<file path="config.mk">
export PLATFORM = sky130hd
export DESIGN_NAME = shc_device_end_flat
export DESIGN_NICKNAME = d
export VERILOG_FILES = /design/src/pkg/shc_pkg.sv /design/src/pkg/shc_link_if.sv /design/src/rtl/shc_device_end.sv /design/src/rtl/shc_history.sv /design/src/flat_wrapper.sv
export SDC_FILE = /design/constraint.sdc
export NUM_CORES = 1
export LEC_CHECK = 0
export ABC_AREA = 1
export BUFFER_PORTS_ARGS = -buffer_cell sky130_fd_sc_hd__buf_2
export CAP_MARGIN = 25
export CELL_PAD_IN_SITES_DETAIL_PLACEMENT = 1
export CELL_PAD_IN_SITES_GLOBAL_PLACEMENT = 1
export CORE_MARGIN = 10
export CORE_UTILIZATION = 45
export CTS_CLUSTER_DIAMETER = 80
export DETAILED_ROUTE_END_ITERATION = 16
export GPL_TIMING_DRIVEN = 0
export MAX_ROUTING_LAYER = met4
export PLACE_DENSITY_LB_ADDON = 0.1
export SLEW_MARGIN = 0
export SYNTH_ARGS = -nofsm -noshare
export SYNTH_HDL_FRONTEND = slang
export SYNTH_HIERARCHICAL = 1
export SYNTH_SLANG_ARGS = --single-unit
</file>
<file path="constraint.sdc">
create_clock -name clk -period 6.7 [get_ports clk]
set_input_delay 1.34 -clock clk [delete_from_list [all_inputs] [get_ports clk]]
set_output_delay 1.34 -clock clk [all_outputs]
set_load 0.02 [all_outputs]
</file>
<file path="src/pkg/shc_pkg.sv">
`default_nettype none
package shc_pkg;
    // ========================================
    // device register map
    localparam logic [7:0] ADDR_RUN    = 8'h19;
    localparam logic [7:0] ADDR_DGL_I  = 8'h3C;
    localparam logic [7:0] ADDR_UNDERVOLT_FILTER_ENABLE = 8'h3D;
    localparam logic [7:0] ADDR_OVERVOLT_FILTER_ENABLE = 8'h3E;
    localparam logic [7:0] ADDR_RES    = 8'h3F;
    localparam logic [7:0] ADDR_DLY    = 8'h40;
    localparam logic [7:0] ADDR_PORT_V = 8'h46;
    localparam logic [7:0] ADDR_PORT_I = 8'h47;
    // ========================================
    // reset values and fields
    localparam logic [3:0] RST_RUN     = 4'hF;
    localparam logic [5:0] RST_DLY     = 6'h19;
    localparam logic [5:0] DLY_MAX     = 6'h32;
    localparam int         HIST_DEPTH  = 50;
    localparam int         SAMPLE_W    = 10;
    localparam int         BIT_V       = 0;
    localparam int         BIT_I       = 1;
    // comparator order: oc warn, uv warn, uv crit, ov warn, ov crit
    localparam int         CMP_N       = 5;
    localparam int         CMP_OC      = 0;
    localparam int         CMP_UV1     = 1;
    localparam int         CMP_UV2     = 2;
    localparam int         CMP_OV1     = 3;
    localparam int         CMP_OV2     = 4;
    localparam logic [4:0] SHUT_MASK_P0 = 5'h14;
    localparam logic [4:0] SHUT_MASK_P1 = 5'h15;
    // ========================================
    // host controller registers (apb)
    localparam logic [7:0] HOST_CMD    = 8'h00;
    localparam logic [7:0] HOST_STAT   = 8'h04;
    localparam logic [7:0] HOST_ISR    = 8'h08;
    localparam logic [7:0] HOST_IMR    = 8'h0C;
    localparam int         CMD_WR_BIT  = 16;
    localparam int         IRQ_DONE    = 0;
    localparam int         IRQ_REFUSED = 1;
    localparam int         IRQ_N       = 2;
endpackage : shc_pkg
`default_nettype wire

</file>
<file path="src/pkg/shc_link_if.sv">
`timescale 1ns/10ps
`default_nettype none
interface shc_link_if;
    logic       req;
    logic       wr;
    logic [7:0] addr;
    logic [7:0] wdata;
    logic [7:0] rdata;
    logic       ack;
    modport dev  (input req, wr, addr, wdata, output rdata, ack);
    modport host (output req, wr, addr, wdata, input rdata, ack);
endinterface : shc_link_if
`default_nettype wire

</file>
<file path="src/rtl/shc_device_end.sv">
`timescale 1ns/10ps
`default_nettype none
// Summary of operation
// with filtering enabled, act only after two consecutive positive compares
// filter enable bits at 0x3C, 0x3D, 0x3E
// two 50-deep 10-bit sample histories
// fault shutdown stops recording
// reading history port stops that history
// channel switched off stops recording
// run register bit0 voltage, bit1 current
// voltage port 0x46, current port 0x47
// 10-bit readout: high byte then low bits
// 8-bit readout: one high byte per sample
// width select bit0 voltage, bit1 current
// keep recording stop-delay samples after shutdown
// stop delay resets to 25, range 0-50
// fault shutdown latches channel off
// restart only on reset or a channel pin or enable toggle
// overwrite oldest, read oldest first, auto-advance
// width bit 1 is high byte only
module shc_device_end (
    // clock and reset
    input  wire logic                   clk,
    input  wire logic                   rstn,
    // register link
    shc_link_if.dev                     link,
    // conversions, one strobe per sample cycle
    input  wire logic                   sampleValid,
    input  wire logic [9:0]             voltSample,
    input  wire logic [9:0]             currSample,
    input  wire logic [4:0]             rawCompare,
    // channel control
    input  wire logic                   protectionModeInput,
    input  wire logic                   channelOnPin,
    input  wire logic                   firstEnableBit,
    input  wire logic                   secondEnableBit,
    // status
    output logic                        channelOn,
    output logic                        latchedOff,
    output logic [4:0]                  compareEvent,
    output logic                        voltRecording,
    output logic                        currRecording
);
    // ========================================
    // registers
    logic [3:0] runCtl_r;
    logic [0:0] dglI_r;
    logic [1:0] dglUv_r;
    logic [1:0] dglOv_r;
    logic [1:0] resSel_r;
    logic [5:0] stopDly_r;
    logic       ack_r;
    logic [7:0] rdata_r;
    logic       take;
    logic       rdTake;
    logic       wrTake;

    assign take      = link.req && !ack_r;
    assign rdTake    = take && !link.wr;
    assign wrTake    = take && link.wr;
    assign link.ack  = ack_r;
    assign link.rdata = rdata_r;

    always_ff @(posedge clk) begin
        if (!rstn) begin
            runCtl_r  <= shc_pkg::RST_RUN;
            dglI_r    <= '0;
            dglUv_r   <= '0;
            dglOv_r   <= '0;
            resSel_r  <= '0;
            stopDly_r <= shc_pkg::RST_DLY;
        end else if (wrTake) begin
            case (link.addr)
                shc_pkg::ADDR_RUN:    runCtl_r  <= link.wdata[3:0];
                shc_pkg::ADDR_DGL_I:  dglI_r    <= link.wdata[0:0];
                shc_pkg::ADDR_UNDERVOLT_FILTER_ENABLE: dglUv_r   <= link.wdata[1:0];
                shc_pkg::ADDR_OVERVOLT_FILTER_ENABLE: dglOv_r   <= link.wdata[1:0];
                shc_pkg::ADDR_RES:    resSel_r  <= link.wdata[1:0];
                shc_pkg::ADDR_DLY:    stopDly_r <= link.wdata[5:0];
                default: ;
            endcase
        end
    end

    always_ff @(posedge clk) begin
        if (!rstn) ack_r <= 1'b0;
        else       ack_r <= take;
    end

    // ========================================
    // pin sync and enable toggle detection
    logic onMeta_r;
    logic onSync_r;
    logic onDly_r;
    logic en1Dly_r;
    logic en2Dly_r;
    logic toggle;
    logic pinsOn;

    always_ff @(posedge clk) begin
        if (!rstn) begin
            onMeta_r <= 1'b0;
            onSync_r <= 1'b0;
            onDly_r  <= 1'b0;
            en1Dly_r <= 1'b0;
            en2Dly_r <= 1'b0;
        end else begin
            onMeta_r <= channelOnPin;
            onSync_r <= onMeta_r;
            onDly_r  <= onSync_r;
            en1Dly_r <= firstEnableBit;
            en2Dly_r <= secondEnableBit;
        end
    end

    assign toggle = (onSync_r ^ onDly_r) | (firstEnableBit ^ en1Dly_r)
                  | (secondEnableBit ^ en2Dly_r);
    assign pinsOn = onSync_r && firstEnableBit && secondEnableBit;

    // ========================================
    // comparator filtering
    logic [4:0] prevCmp_r;
    logic [4:0] dglEn;
    logic [4:0] passed;
    logic [4:0] shutMask;
    logic       shutCause;

    assign dglEn = {dglOv_r[1], dglOv_r[0], dglUv_r[1], dglUv_r[0], dglI_r[0]};
    assign passed = rawCompare & (prevCmp_r | ~dglEn);
    assign shutMask = protectionModeInput ? shc_pkg::SHUT_MASK_P1 : shc_pkg::SHUT_MASK_P0;
    assign shutCause = sampleValid && |(passed & shutMask);

    always_ff @(posedge clk) begin
        if (!rstn) begin
            prevCmp_r    <= '0;
            compareEvent <= '0;
        end else begin
            compareEvent <= sampleValid ? passed : '0;
            if (sampleValid) prevCmp_r <= rawCompare;
        end
    end

    // ========================================
    // latched-off fault handling
    // set wins over a toggle in the same cycle
    always_ff @(posedge clk) begin
        if (!rstn)                      latchedOff <= 1'b0;
        else if (pinsOn && shutCause)   latchedOff <= 1'b1;
        else if (toggle)                latchedOff <= 1'b0;
    end

    assign channelOn = pinsOn && !latchedOff;

    // ========================================
    // post-shutdown stop delay
    logic       pfActive_r;
    logic       pfDone_r;
    logic [5:0] pfCnt_r;
    logic       faultEdge;
    logic       pfLast;

    assign faultEdge = pinsOn && shutCause && !latchedOff;
    assign pfLast    = pfActive_r && (pfCnt_r == '0);

    always_ff @(posedge clk) begin
        if (!rstn) begin
            pfActive_r <= 1'b0;
            pfDone_r   <= 1'b0;
            pfCnt_r    <= '0;
        end else if (faultEdge) begin
            pfActive_r <= 1'b1;
            // values above the top of range act as the top
            pfCnt_r    <= (stopDly_r > shc_pkg::DLY_MAX) ? shc_pkg::DLY_MAX : stopDly_r;
        end else if (toggle) begin
            pfActive_r <= 1'b0;
            pfDone_r   <= 1'b0;
        end else if (sampleValid && pfActive_r) begin
            if (pfLast) begin
                pfActive_r <= 1'b0;
                pfDone_r   <= 1'b1;
            end else begin
                pfCnt_r <= pfCnt_r - 6'h01;
            end
        end
    end

    // ========================================
    // recording gates
    logic [1:0] readFreeze_r;
    logic       recCommon;
    logic       wrV;
    logic       wrI;

    // pins switched off stops, a fault shutdown stops after the delay
    assign recCommon = (pinsOn || pfActive_r) && !pfDone_r && !pfLast;
    assign voltRecording = runCtl_r[shc_pkg::BIT_V] && !readFreeze_r[shc_pkg::BIT_V] && recCommon;
    assign currRecording = runCtl_r[shc_pkg::BIT_I] && !readFreeze_r[shc_pkg::BIT_I] && recCommon;
    assign wrV = sampleValid && voltRecording;
    assign wrI = sampleValid && currRecording;

    // ========================================
    // block readout
    logic [1:0] blkSel_r;
    logic       half_r;
    logic       isV;
    logic       isI;
    logic       isPort;
    logic       start;
    logic       phase;
    logic       hiOnly;
    logic [9:0] vData;
    logic [9:0] iData;
    logic [9:0] smp;

    assign isV    = link.addr == shc_pkg::ADDR_PORT_V;
    assign isI    = link.addr == shc_pkg::ADDR_PORT_I;
    assign isPort = isV || isI;
    assign start  = isV ? !blkSel_r[shc_pkg::BIT_V] : !blkSel_r[shc_pkg::BIT_I];
    assign phase  = !start && half_r;
    assign hiOnly = isV ? resSel_r[shc_pkg::BIT_V] : resSel_r[shc_pkg::BIT_I];
    assign smp    = isV ? vData : iData;

    always_ff @(posedge clk) begin
        if (!rstn) begin
            blkSel_r <= '0;
            half_r   <= 1'b0;
        end else if (take) begin
            blkSel_r <= (rdTake && isPort) ? {isI, isV} : 2'b00;
            half_r   <= rdTake && isPort && !hiOnly && !phase;
        end
    end

    // a run bit written to one thaws a history frozen by readout
    always_ff @(posedge clk) begin
        if (!rstn) begin
            readFreeze_r <= '0;
        end else begin
            if (rdTake && isV) readFreeze_r[shc_pkg::BIT_V] <= 1'b1;
            else if (wrTake && link.addr == shc_pkg::ADDR_RUN && link.wdata[shc_pkg::BIT_V])
                readFreeze_r[shc_pkg::BIT_V] <= 1'b0;
            if (rdTake && isI) readFreeze_r[shc_pkg::BIT_I] <= 1'b1;
            else if (wrTake && link.addr == shc_pkg::ADDR_RUN && link.wdata[shc_pkg::BIT_I])
                readFreeze_r[shc_pkg::BIT_I] <= 1'b0;
        end
    end

    always_ff @(posedge clk) begin
        if (!rstn) begin
            rdata_r <= '0;
        end else if (rdTake) begin
            case (link.addr)
                shc_pkg::ADDR_RUN:    rdata_r <= {4'h0, runCtl_r};
                shc_pkg::ADDR_DGL_I:  rdata_r <= {7'h00, dglI_r};
                shc_pkg::ADDR_UNDERVOLT_FILTER_ENABLE: rdata_r <= {6'h00, dglUv_r};
                shc_pkg::ADDR_OVERVOLT_FILTER_ENABLE: rdata_r <= {6'h00, dglOv_r};
                shc_pkg::ADDR_RES:    rdata_r <= {6'h00, resSel_r};
                shc_pkg::ADDR_DLY:    rdata_r <= {2'h0, stopDly_r};
                shc_pkg::ADDR_PORT_V,
                shc_pkg::ADDR_PORT_I: rdata_r <= phase ? {6'h00, smp[1:0]} : smp[9:2];
                default:              rdata_r <= 8'h00;
            endcase
        end
    end

    // ========================================
    // histories
    logic advance;

    assign advance = hiOnly || phase;

    shc_history #(.DEPTH(shc_pkg::HIST_DEPTH), .WIDTH(shc_pkg::SAMPLE_W)) u_histV (
        .clk       (clk),
        .rstn      (rstn),
        .wrEn      (wrV),
        .wrData    (voltSample),
        .rdStart   (rdTake && isV && start),
        .rdAdvance (rdTake && isV && advance),
        .rdData    (vData)
    );

    shc_history #(.DEPTH(shc_pkg::HIST_DEPTH), .WIDTH(shc_pkg::SAMPLE_W)) u_histI (
        .clk       (clk),
        .rstn      (rstn),
        .wrEn      (wrI),
        .wrData    (currSample),
        .rdStart   (rdTake && isI && start),
        .rdAdvance (rdTake && isI && advance),
        .rdData    (iData)
    );
endmodule : shc_device_end
`default_nettype wire

</file>
<file path="src/rtl/shc_history.sv">
`timescale 1ns/10ps
`default_nettype none
module shc_history #(
    parameter int DEPTH = shc_pkg::HIST_DEPTH,
    parameter int WIDTH = shc_pkg::SAMPLE_W
) (
    // clock and reset
    input  wire logic             clk,
    input  wire logic             rstn,
    // recording side
    input  wire logic             wrEn,
    input  wire logic [WIDTH-1:0] wrData,
    // readout side
    input  wire logic             rdStart,
    input  wire logic             rdAdvance,
    output logic      [WIDTH-1:0] rdData
);
    localparam int PW = $clog2(DEPTH);

    generate
        if (DEPTH < 2 || WIDTH < 2) begin : g_chk
            $error("shc_history: DEPTH and WIDTH must be at least 2");
        end
    endgenerate

    function automatic logic [PW-1:0] wrapInc(input logic [PW-1:0] p);
        wrapInc = (p == PW'(DEPTH - 1)) ? '0 : p + PW'(1);
    endfunction : wrapInc

    logic [WIDTH-1:0] mem [DEPTH];
    logic [PW-1:0]    wrPtr_r;
    logic [PW-1:0]    rdPtr_r;
    logic             full_r;
    logic [PW-1:0]    base;

    // ========================================
    // recording: oldest entry is overwritten
    always_ff @(posedge clk) begin
        if (!rstn) begin
            wrPtr_r <= '0;
            full_r  <= 1'b0;
        end else if (wrEn) begin
            wrPtr_r <= wrapInc(wrPtr_r);
            if (wrPtr_r == PW'(DEPTH - 1)) full_r <= 1'b1;
        end
    end

    always_ff @(posedge clk) begin
        if (wrEn) mem[wrPtr_r] <= wrData;
    end

    // ========================================
    // readout: oldest to newest
    always_comb begin
        base   = rdStart ? (full_r ? wrPtr_r : '0) : rdPtr_r;
        rdData = mem[base];
    end

    always_ff @(posedge clk) begin
        if (!rstn) begin
            rdPtr_r <= '0;
        end else if (rdStart || rdAdvance) begin
            rdPtr_r <= rdAdvance ? wrapInc(base) : base;
        end
    end
endmodule : shc_history
`default_nettype wire

</file>
<file path="src/flat_wrapper.sv">
// flat-port wrapper written by rule: the top's interface ports become plain ports
module shc_device_end_flat 
  (clk, rstn, sampleValid, voltSample, currSample, rawCompare, protectionModeInput, channelOnPin, firstEnableBit, secondEnableBit, channelOn, latchedOff, compareEvent, voltRecording, currRecording, link_req, link_wr, link_addr, link_wdata, link_rdata, link_ack);
  shc_link_if link_i ();
  input  wire logic clk;
  input  wire logic rstn;
  input  wire logic sampleValid;
  input  wire logic [9:0] voltSample;
  input  wire logic [9:0] currSample;
  input  wire logic [4:0] rawCompare;
  input  wire logic protectionModeInput;
  input  wire logic channelOnPin;
  input  wire logic firstEnableBit;
  input  wire logic secondEnableBit;
  output logic channelOn;
  output logic latchedOff;
  output logic [4:0] compareEvent;
  output logic voltRecording;
  output logic currRecording;
  input wire logic [$bits(link_i.req)-1:0] link_req;
  input wire logic [$bits(link_i.wr)-1:0] link_wr;
  input wire logic [$bits(link_i.addr)-1:0] link_addr;
  input wire logic [$bits(link_i.wdata)-1:0] link_wdata;
  output wire logic [$bits(link_i.rdata)-1:0] link_rdata;
  output wire logic [$bits(link_i.ack)-1:0] link_ack;
  assign link_i.req = link_req;
  assign link_i.wr = link_wr;
  assign link_i.addr = link_addr;
  assign link_i.wdata = link_wdata;
  assign link_rdata = link_i.rdata;
  assign link_ack = link_i.ack;
  shc_device_end u_core (.clk(clk), .rstn(rstn), .link(link_i), .sampleValid(sampleValid), .voltSample(voltSample), .currSample(currSample), .rawCompare(rawCompare), .protectionModeInput(protectionModeInput), .channelOnPin(channelOnPin), .firstEnableBit(firstEnableBit), .secondEnableBit(secondEnableBit), .channelOn(channelOn), .latchedOff(latchedOff), .compareEvent(compareEvent), .voltRecording(voltRecording), .currRecording(currRecording));
endmodule
</file>
Word level (Yosys, flattened, before mapping) --
Memory sizes are Yosys's and may differ from the RTL's. Index checks and enable logic that the tools add are counted. W data, S select, Z words.
Storage, ports and cells: register bits 81, bits in writable memories 1000, bits of input ports 50, output and inout port bits 18, memories kept 2
Memories:
- u_core.u_histI.mem | depth 50, bits a word 10, read ports 1, clocked after Yosys merged registers in 0, write ports 1, RTL line shc_history.sv:30 | logic [WIDTH-1:0] mem [DEPTH];
- u_core.u_histV.mem | depth 50, bits a word 10, read ports 1, clocked after Yosys merged registers in 0, write ports 1, RTL line shc_history.sv:30
Operators by class: add/sub/neg operators 5, $lt $le $gt $ge 1, equality and inequality tests 14, multiplexer cells 39, bitwise logic cells 10, reduce and logical (&&, ||, !) cells 72
Operator list (count):
- $mux W6 | 15
- $pmux W8 S7 | 1
- $eq A8 B6 Y1 const B | 4
- $logic_and A1 B1 Y1 | 32
- $add A6 B1 Y6 const B | 4
- $eq A6 B6 Y1 const B | 4
- $eq A8 B7 Y1 const B | 3
- $mux W1 | 20
- $reduce_and A2 Y1 | 10
- $logic_not A1 Y1 | 12
- $reduce_bool A2 Y1 | 6
- $and A5 B5 Y5 | 2
- $mux W10 | 1
- $eq A8 B5 Y1 const B | 1
- $mux W8 | 1
- $gt A6 B6 Y1 const B | 1
- $logic_not A6 Y1 | 1
- $reduce_and A3 Y1 | 2
- $reduce_bool A3 Y1 | 2
- $sub A6 B1 Y6 const B | 1
- $logic_or A1 B1 Y1 | 5
- $not A5 Y5 | 1
- $or A5 B5 Y5 | 1
- $reduce_or A5 Y1 | 1
- 7 further kinds | 10

Logic depth before layout (Yosys ltp) --
depth after elaboration 10, gate-level depth with buffers 29, mapped depth without buffers 26

By module --
The synthesis kept the hierarchy.
Modules (own cells, without submodules):
- shc_history (u_core.u_histV) | instances 1, cells each 2142, area each 22547.9 sq um, sequential area each 15274.6 sq um
- shc_history (u_core.u_histI) | instances 1, cells each 2183, area each 22512.8 sq um, sequential area each 15274.6 sq um
- shc_device_end | instances 1, cells each 409, area each 2802.7 sq um, sequential area each 1101.1 sq um

Least setup slack after synthesis --
Ideal clock, no wire load.
path kind input port to flip-flop, start point in link_addr[7], end point reg u_core.rdata_r[3] (netlist: u_core/link.rdata[3]), setup time 0.071 ns, arrival time 3.717 ns, setup slack 2.912 ns, cell stages on the path 24, path buffers 3, cell sequence inv_2 nand2_1 nor2_4 nand2_1 inv_2 nand3_1 nor2_1 buf_4 nand2_2 o21ai_2 buf_4 buf_2 nand3_1 nand3_1 nand3_1 nand3_1 nand3_1 nand2_1 inv_1 a21oi_2 o211ai_1 nand3_1 nand2_1 a21oi_1
On the way: cells in the longest elaborated chain, start to end 8
RTL lines:
- start, declared | RTL line flat_wrapper.sv:22 | input wire logic [$bits(link_i.addr)-1:0] link_addr;
- $eq A8 B7 Y1 (on tied branches) | RTL line shc_device_end.sv:215, shc_device_end.sv:216
- $mux W1 / $logic_and A1 B1 Y1 (equally long branches) | RTL line shc_device_end.sv:218, shc_device_end.sv:286
- $logic_and A1 B1 Y1 * | RTL line shc_device_end.sv:286 | .rdStart (rdTake && isI && start),
- $mux W6 * | RTL line shc_history.sv:55 | base = rdStart ? (full_r ? wrPtr_r : '0) : rdPtr_r;
- $mem_v2 Z50 W10 *
- named net u_core.iData[5] | RTL line shc_device_end.sv:212 | logic [9:0] iData;
- $mux W10 * | RTL line shc_device_end.sv:221 | assign smp = isV ? vData : iData;
- $mux W8 * | RTL line shc_device_end.sv:259 | shc_pkg::ADDR_PORT_I: rdata_r <= phase ? {6'h00, smp[1:0]} : smp[9:2];
- $pmux W8 S7 * | RTL line shc_device_end.sv:251 | case (link.addr)
- end signal, assigned | RTL line shc_device_end.sv:252 | shc_pkg::ADDR_RUN: rdata_r <= {4'h0, runCtl_r};
- end signal, assigned | RTL line shc_device_end.sv:253 | shc_pkg::ADDR_DGL_I: rdata_r <= {7'h00, dglI_r};
- end signal, assigned | RTL line shc_device_end.sv:259
- end, declared | RTL line shc_device_end.sv:53 | logic [7:0] rdata_r;
The timed path passes the listed nets; every way through them passes the cells marked *. A chain may end at the register's enable or synchronous reset.

Final worst setup path --
Ends and elaborated chain as after synthesis.

==> flow_summary.ini <==
[cts]
insertion_delay_ns = 0.73
clock-sinks = 1081
cts_max_level = 3
cts-buffers-inserted = 115
cts.clk_slew.worst_paths_ns = 0.06
ctsLongestPathBuffers = 3
post_cts_buffers = 0
cts_resized = 0
cts_hold_buf = 0
root_buffer = clkbuf_16
cts_tree = done

[setup_path]
critical-path-max-stage-delay_ns = 0.34
cpMaxStageDelayCell = buf_2
cp.required_ns = 7.26
critPathLaunchType = input pin
crit_top_cell = nand3_1
crit_start = link_addr[7]
cp_top_family = simple AND/OR/NAND/NOR gates
cp-end-kind = register
worstPathMaxFanout = 10
reg2reg_from = u_core/link.ack
cp.arrival_ns = 5.60
crit_type = in2reg
worst-path-buf-inv = 7

[synthesis]
synth.distinct_cells = 46
synthArstFlopShare = 0
synth_compound_area_frac = 0.0193
yosysWarnings = 6
synth-seq-cells = 1081
yosys.area_share.simple = 0.229
netlist_area_mm2 = 0.0479
synth_nets = 4792
synth_flop_cell = edfxtp_1
synth_area_per_cell_um2 = 10.1
synth_xor_xnor_area_share = 0.00183
synth_edf_count = 1000
ys_seq_area_frac = 0.661
synth_mux_area_frac = 0.000471
synth_top_family_by_area = simple AND/OR/NAND/NOR gates
synth_fa_ha_area_frac = 0.00209
synth_cells = 4734

[placement]
io_buffers = 65
place_hpwl_mm = 111
placedCellCount = 6254
place_ws_ns = 0.962
gp_congestion = 0.956

[grt]
grt_pass1_vias = 36600
grtUsageMet1 = 0.319
busiest_layer = met2
grt_overflow = 0
grt_pass1_wl_mm = 233
grt_usage = 0.266
met2_usage = 0.454
antenna_found_initial = 1
grt_start_max_net_pins = 51
globalRouteMet3Util = 0.0288

[floorplanning]
start_util = 0.454
io_pins = 68
die_area_mm2 = 0.120
coreArea_mm2 = 0.105
die_height_um = 346
die_x_um = 346
num_rows = 119

[final_layout]
fillers = 11600
antenna_cells = 0
fin_util = 0.518
drive_gt1_frac = 0.102
finalNonFillerCells = 6491
regArea_mm2 = 0.0317
multiInputGateArea_mm2 = 0.0121
syn_to_final_growth_pct = 14.0
fin_nets = 5063

[detailed_routing]
drtIter0Drc = 2804
routed_wl_mm = 157
vias_per_cell = 5.45
wl_per_cell_um = 24.2
drcViolationCount = 0
drtPass1Iterations = 5
vias = 35400
ant_nets = 0

[min_path]
hold_class = reg2reg
worstHoldStart = u_core/onMeta_r

[sta]
slew_viol_final = 0
post-route-period-util = 0.752
worst_slew_pin_slew_ns = 1.14
finalSetupTns_ns = 0
skew_ns = 0.0258
setup_ws_ns = 1.66
post-route-min-period_ns = 5.04
setup_viol = 0
max_freq_mhz = 198
grt_setup_unrepaired = no
slew_headroom = 0.239
hold_violations = 0

[power]
leakagePower_nw = 22.1
finalPower_mw = 13.7
powerDensity_mw_per_mm2 = 252
ir_drop_mv = 0.257

[run]
maxCapViolations = 0

[outcome]
status = finished, final reports clean
[registers in the layout, summed over array words and instances (netlist names), 2 cells and up]
| register | count |
|---|---|
| u_core/runCtl_r | 4 |
| u_core/u_histI/rdPtr_r | 6 |
| u_core/blkSel_r | 2 |
| u_core/u_histV/mem | 500 |
| u_core/dglOv_r | 2 |
| u_core/pfCnt_r | 6 |
| u_core/compareEvent | 5 |
| u_core/prevCmp_r | 5 |
| u_core/link.rdata | 8 |
| u_core/u_histV/rdPtr_r | 6 |
| u_core/readFreeze_r | 2 |
| u_core/stopDly_r | 6 |
| u_core/dglUv_r | 2 |
| u_core/u_histI/wrPtr_r | 6 |
| u_core/u_histI/mem | 500 |
| u_core/u_histV/wrPtr_r | 6 |
| u_core/resSel_r | 2 |
[worst register-to-register path: cells and delay by family (launching register included)]
family          cells  cell delay (ns)
simple gates       15             2.72
flops               1             0.31
buf+inv             5             1.10
compound gates      3             0.24
[cell usage after synthesis (3+ instances only)]
library cell | number | area [µm²]
o21ai_0 | 23 | 115
o22ai_1 | 3 | 18.8
inv_2 | 13 | 48.8
nand2_2 | 9 | 56.3
inv_1 | 751 | 2820
nand2_4 | 3 | 33.8
buf_4 | 37 | 278
nor3b_1 | 3 | 22.5
nand3_1 | 1000 | 5000
nand3b_1 | 41 | 308
nand2_1 | 1156 | 4340
xor2_1 | 8 | 70.1
a21oi_1 | 44 | 220
dfxtp_1 | 81 | 1620
buf_2 | 116 | 581
nor2_2 | 3 | 18.8
nand4_1 | 16 | 100
nor3_2 | 4 | 40.0
o211ai_1 | 48 | 360
edfxtp_1 | 1000 | 30000
nor3_1 | 15 | 75.1
o21ai_1 | 4 | 20.0
nor2_1 | 218 | 818
a21oi_2 | 4 | 35.0
a211oi_1 | 7 | 52.6
ha_1 | 8 | 100
nor2_4 | 4 | 45.0
buf_6 | 6 | 67.6
clkbuf_1 | 75 | 282
buf_1 | 11 | 41.3
[power by group]
part / internal, mW / switching [mW]
sequential: 7.37 / 0.00278
combinational: 0.0512 / 0.192
clock: 3.46 / 2.66
[metrics by stage]
| stage | cell area (µm²) | hold WS, ns |
|---|---|---|
| after floorplan | 47900 | 0.390 |
| after global placement | 49900 | 0.393 |
| after detailed placement | 50800 | 0.410 |
| after CTS | 54300 | 0.425 |
| after global routing | 54600 | 0.449 |
| final | 54600 | 0.419 |
[cell type report]
type / count / share of cell area
Clock inverter: 50 / 0.00617
Sequential cell: 1081 / 0.580
Buffer: 245 / 0.0229
Inverter: 765 / 0.0527
Clock buffer: 162 / 0.0593
Multi-Input combinational cell: 2643 / 0.222
Tap cell: 1391 / 0.0319
Timing Repair Buffer: 154 / 0.0255
[cell families (layout without fill, tap and decap cells)]
kind of cell             after synthesis  after routing
AO/OA/AOI/OAI                        142            142
XOR/XNOR                              10             10
adder cells (fa/ha/maj)                8              8
buffers and inverters               1010           1376
flip-flops                          1081           1081
multiplexers                           2              2
AND/OR/NAND/NOR                     2481           2481
[routing by layer]
metal / vias to the layer above / routed length (µm)
met5: - / 0
met4: 0 / 7280
met3: 337 / 6940
met2: 1004 / 78900
met1: 17800 / 64300
li1: 16300 / -
[final timing paths]
path / endpoint / cells after the start / slack [ns]
worst max-delay path: u_core/link.rdata[3] / 26 / 1.66
worst max register to register: u_core/link.rdata[3] / 23 / 2.20
worst min register to register: u_core/onSync_r / 2 / 0.42
worst min-delay path: u_core/onSync_r / 2 / 0.42
[placed cells by master (no fill, tap or decap), types with 9 or more instances in the layout]
master,instances
nand2_1,1156
nand3_1,1000
edfxtp_1,1000
inv_1,751
nor2_1,216
buf_2,182
clkbuf_16,121
clkbuf_1,109
dfxtp_1,81
buf_4,74
o211ai_1,48
a21oi_1,44
nand3b_1,41
buf_6,30
clkinv_1,25
o21ai_0,23
buf_12,18
clkinv_2,16
nand4_1,16
nor3_1,14
inv_2,13
clkbuf_8,12
buf_1,11
nand2_2,9
Power figures use the tool's default switching activity.
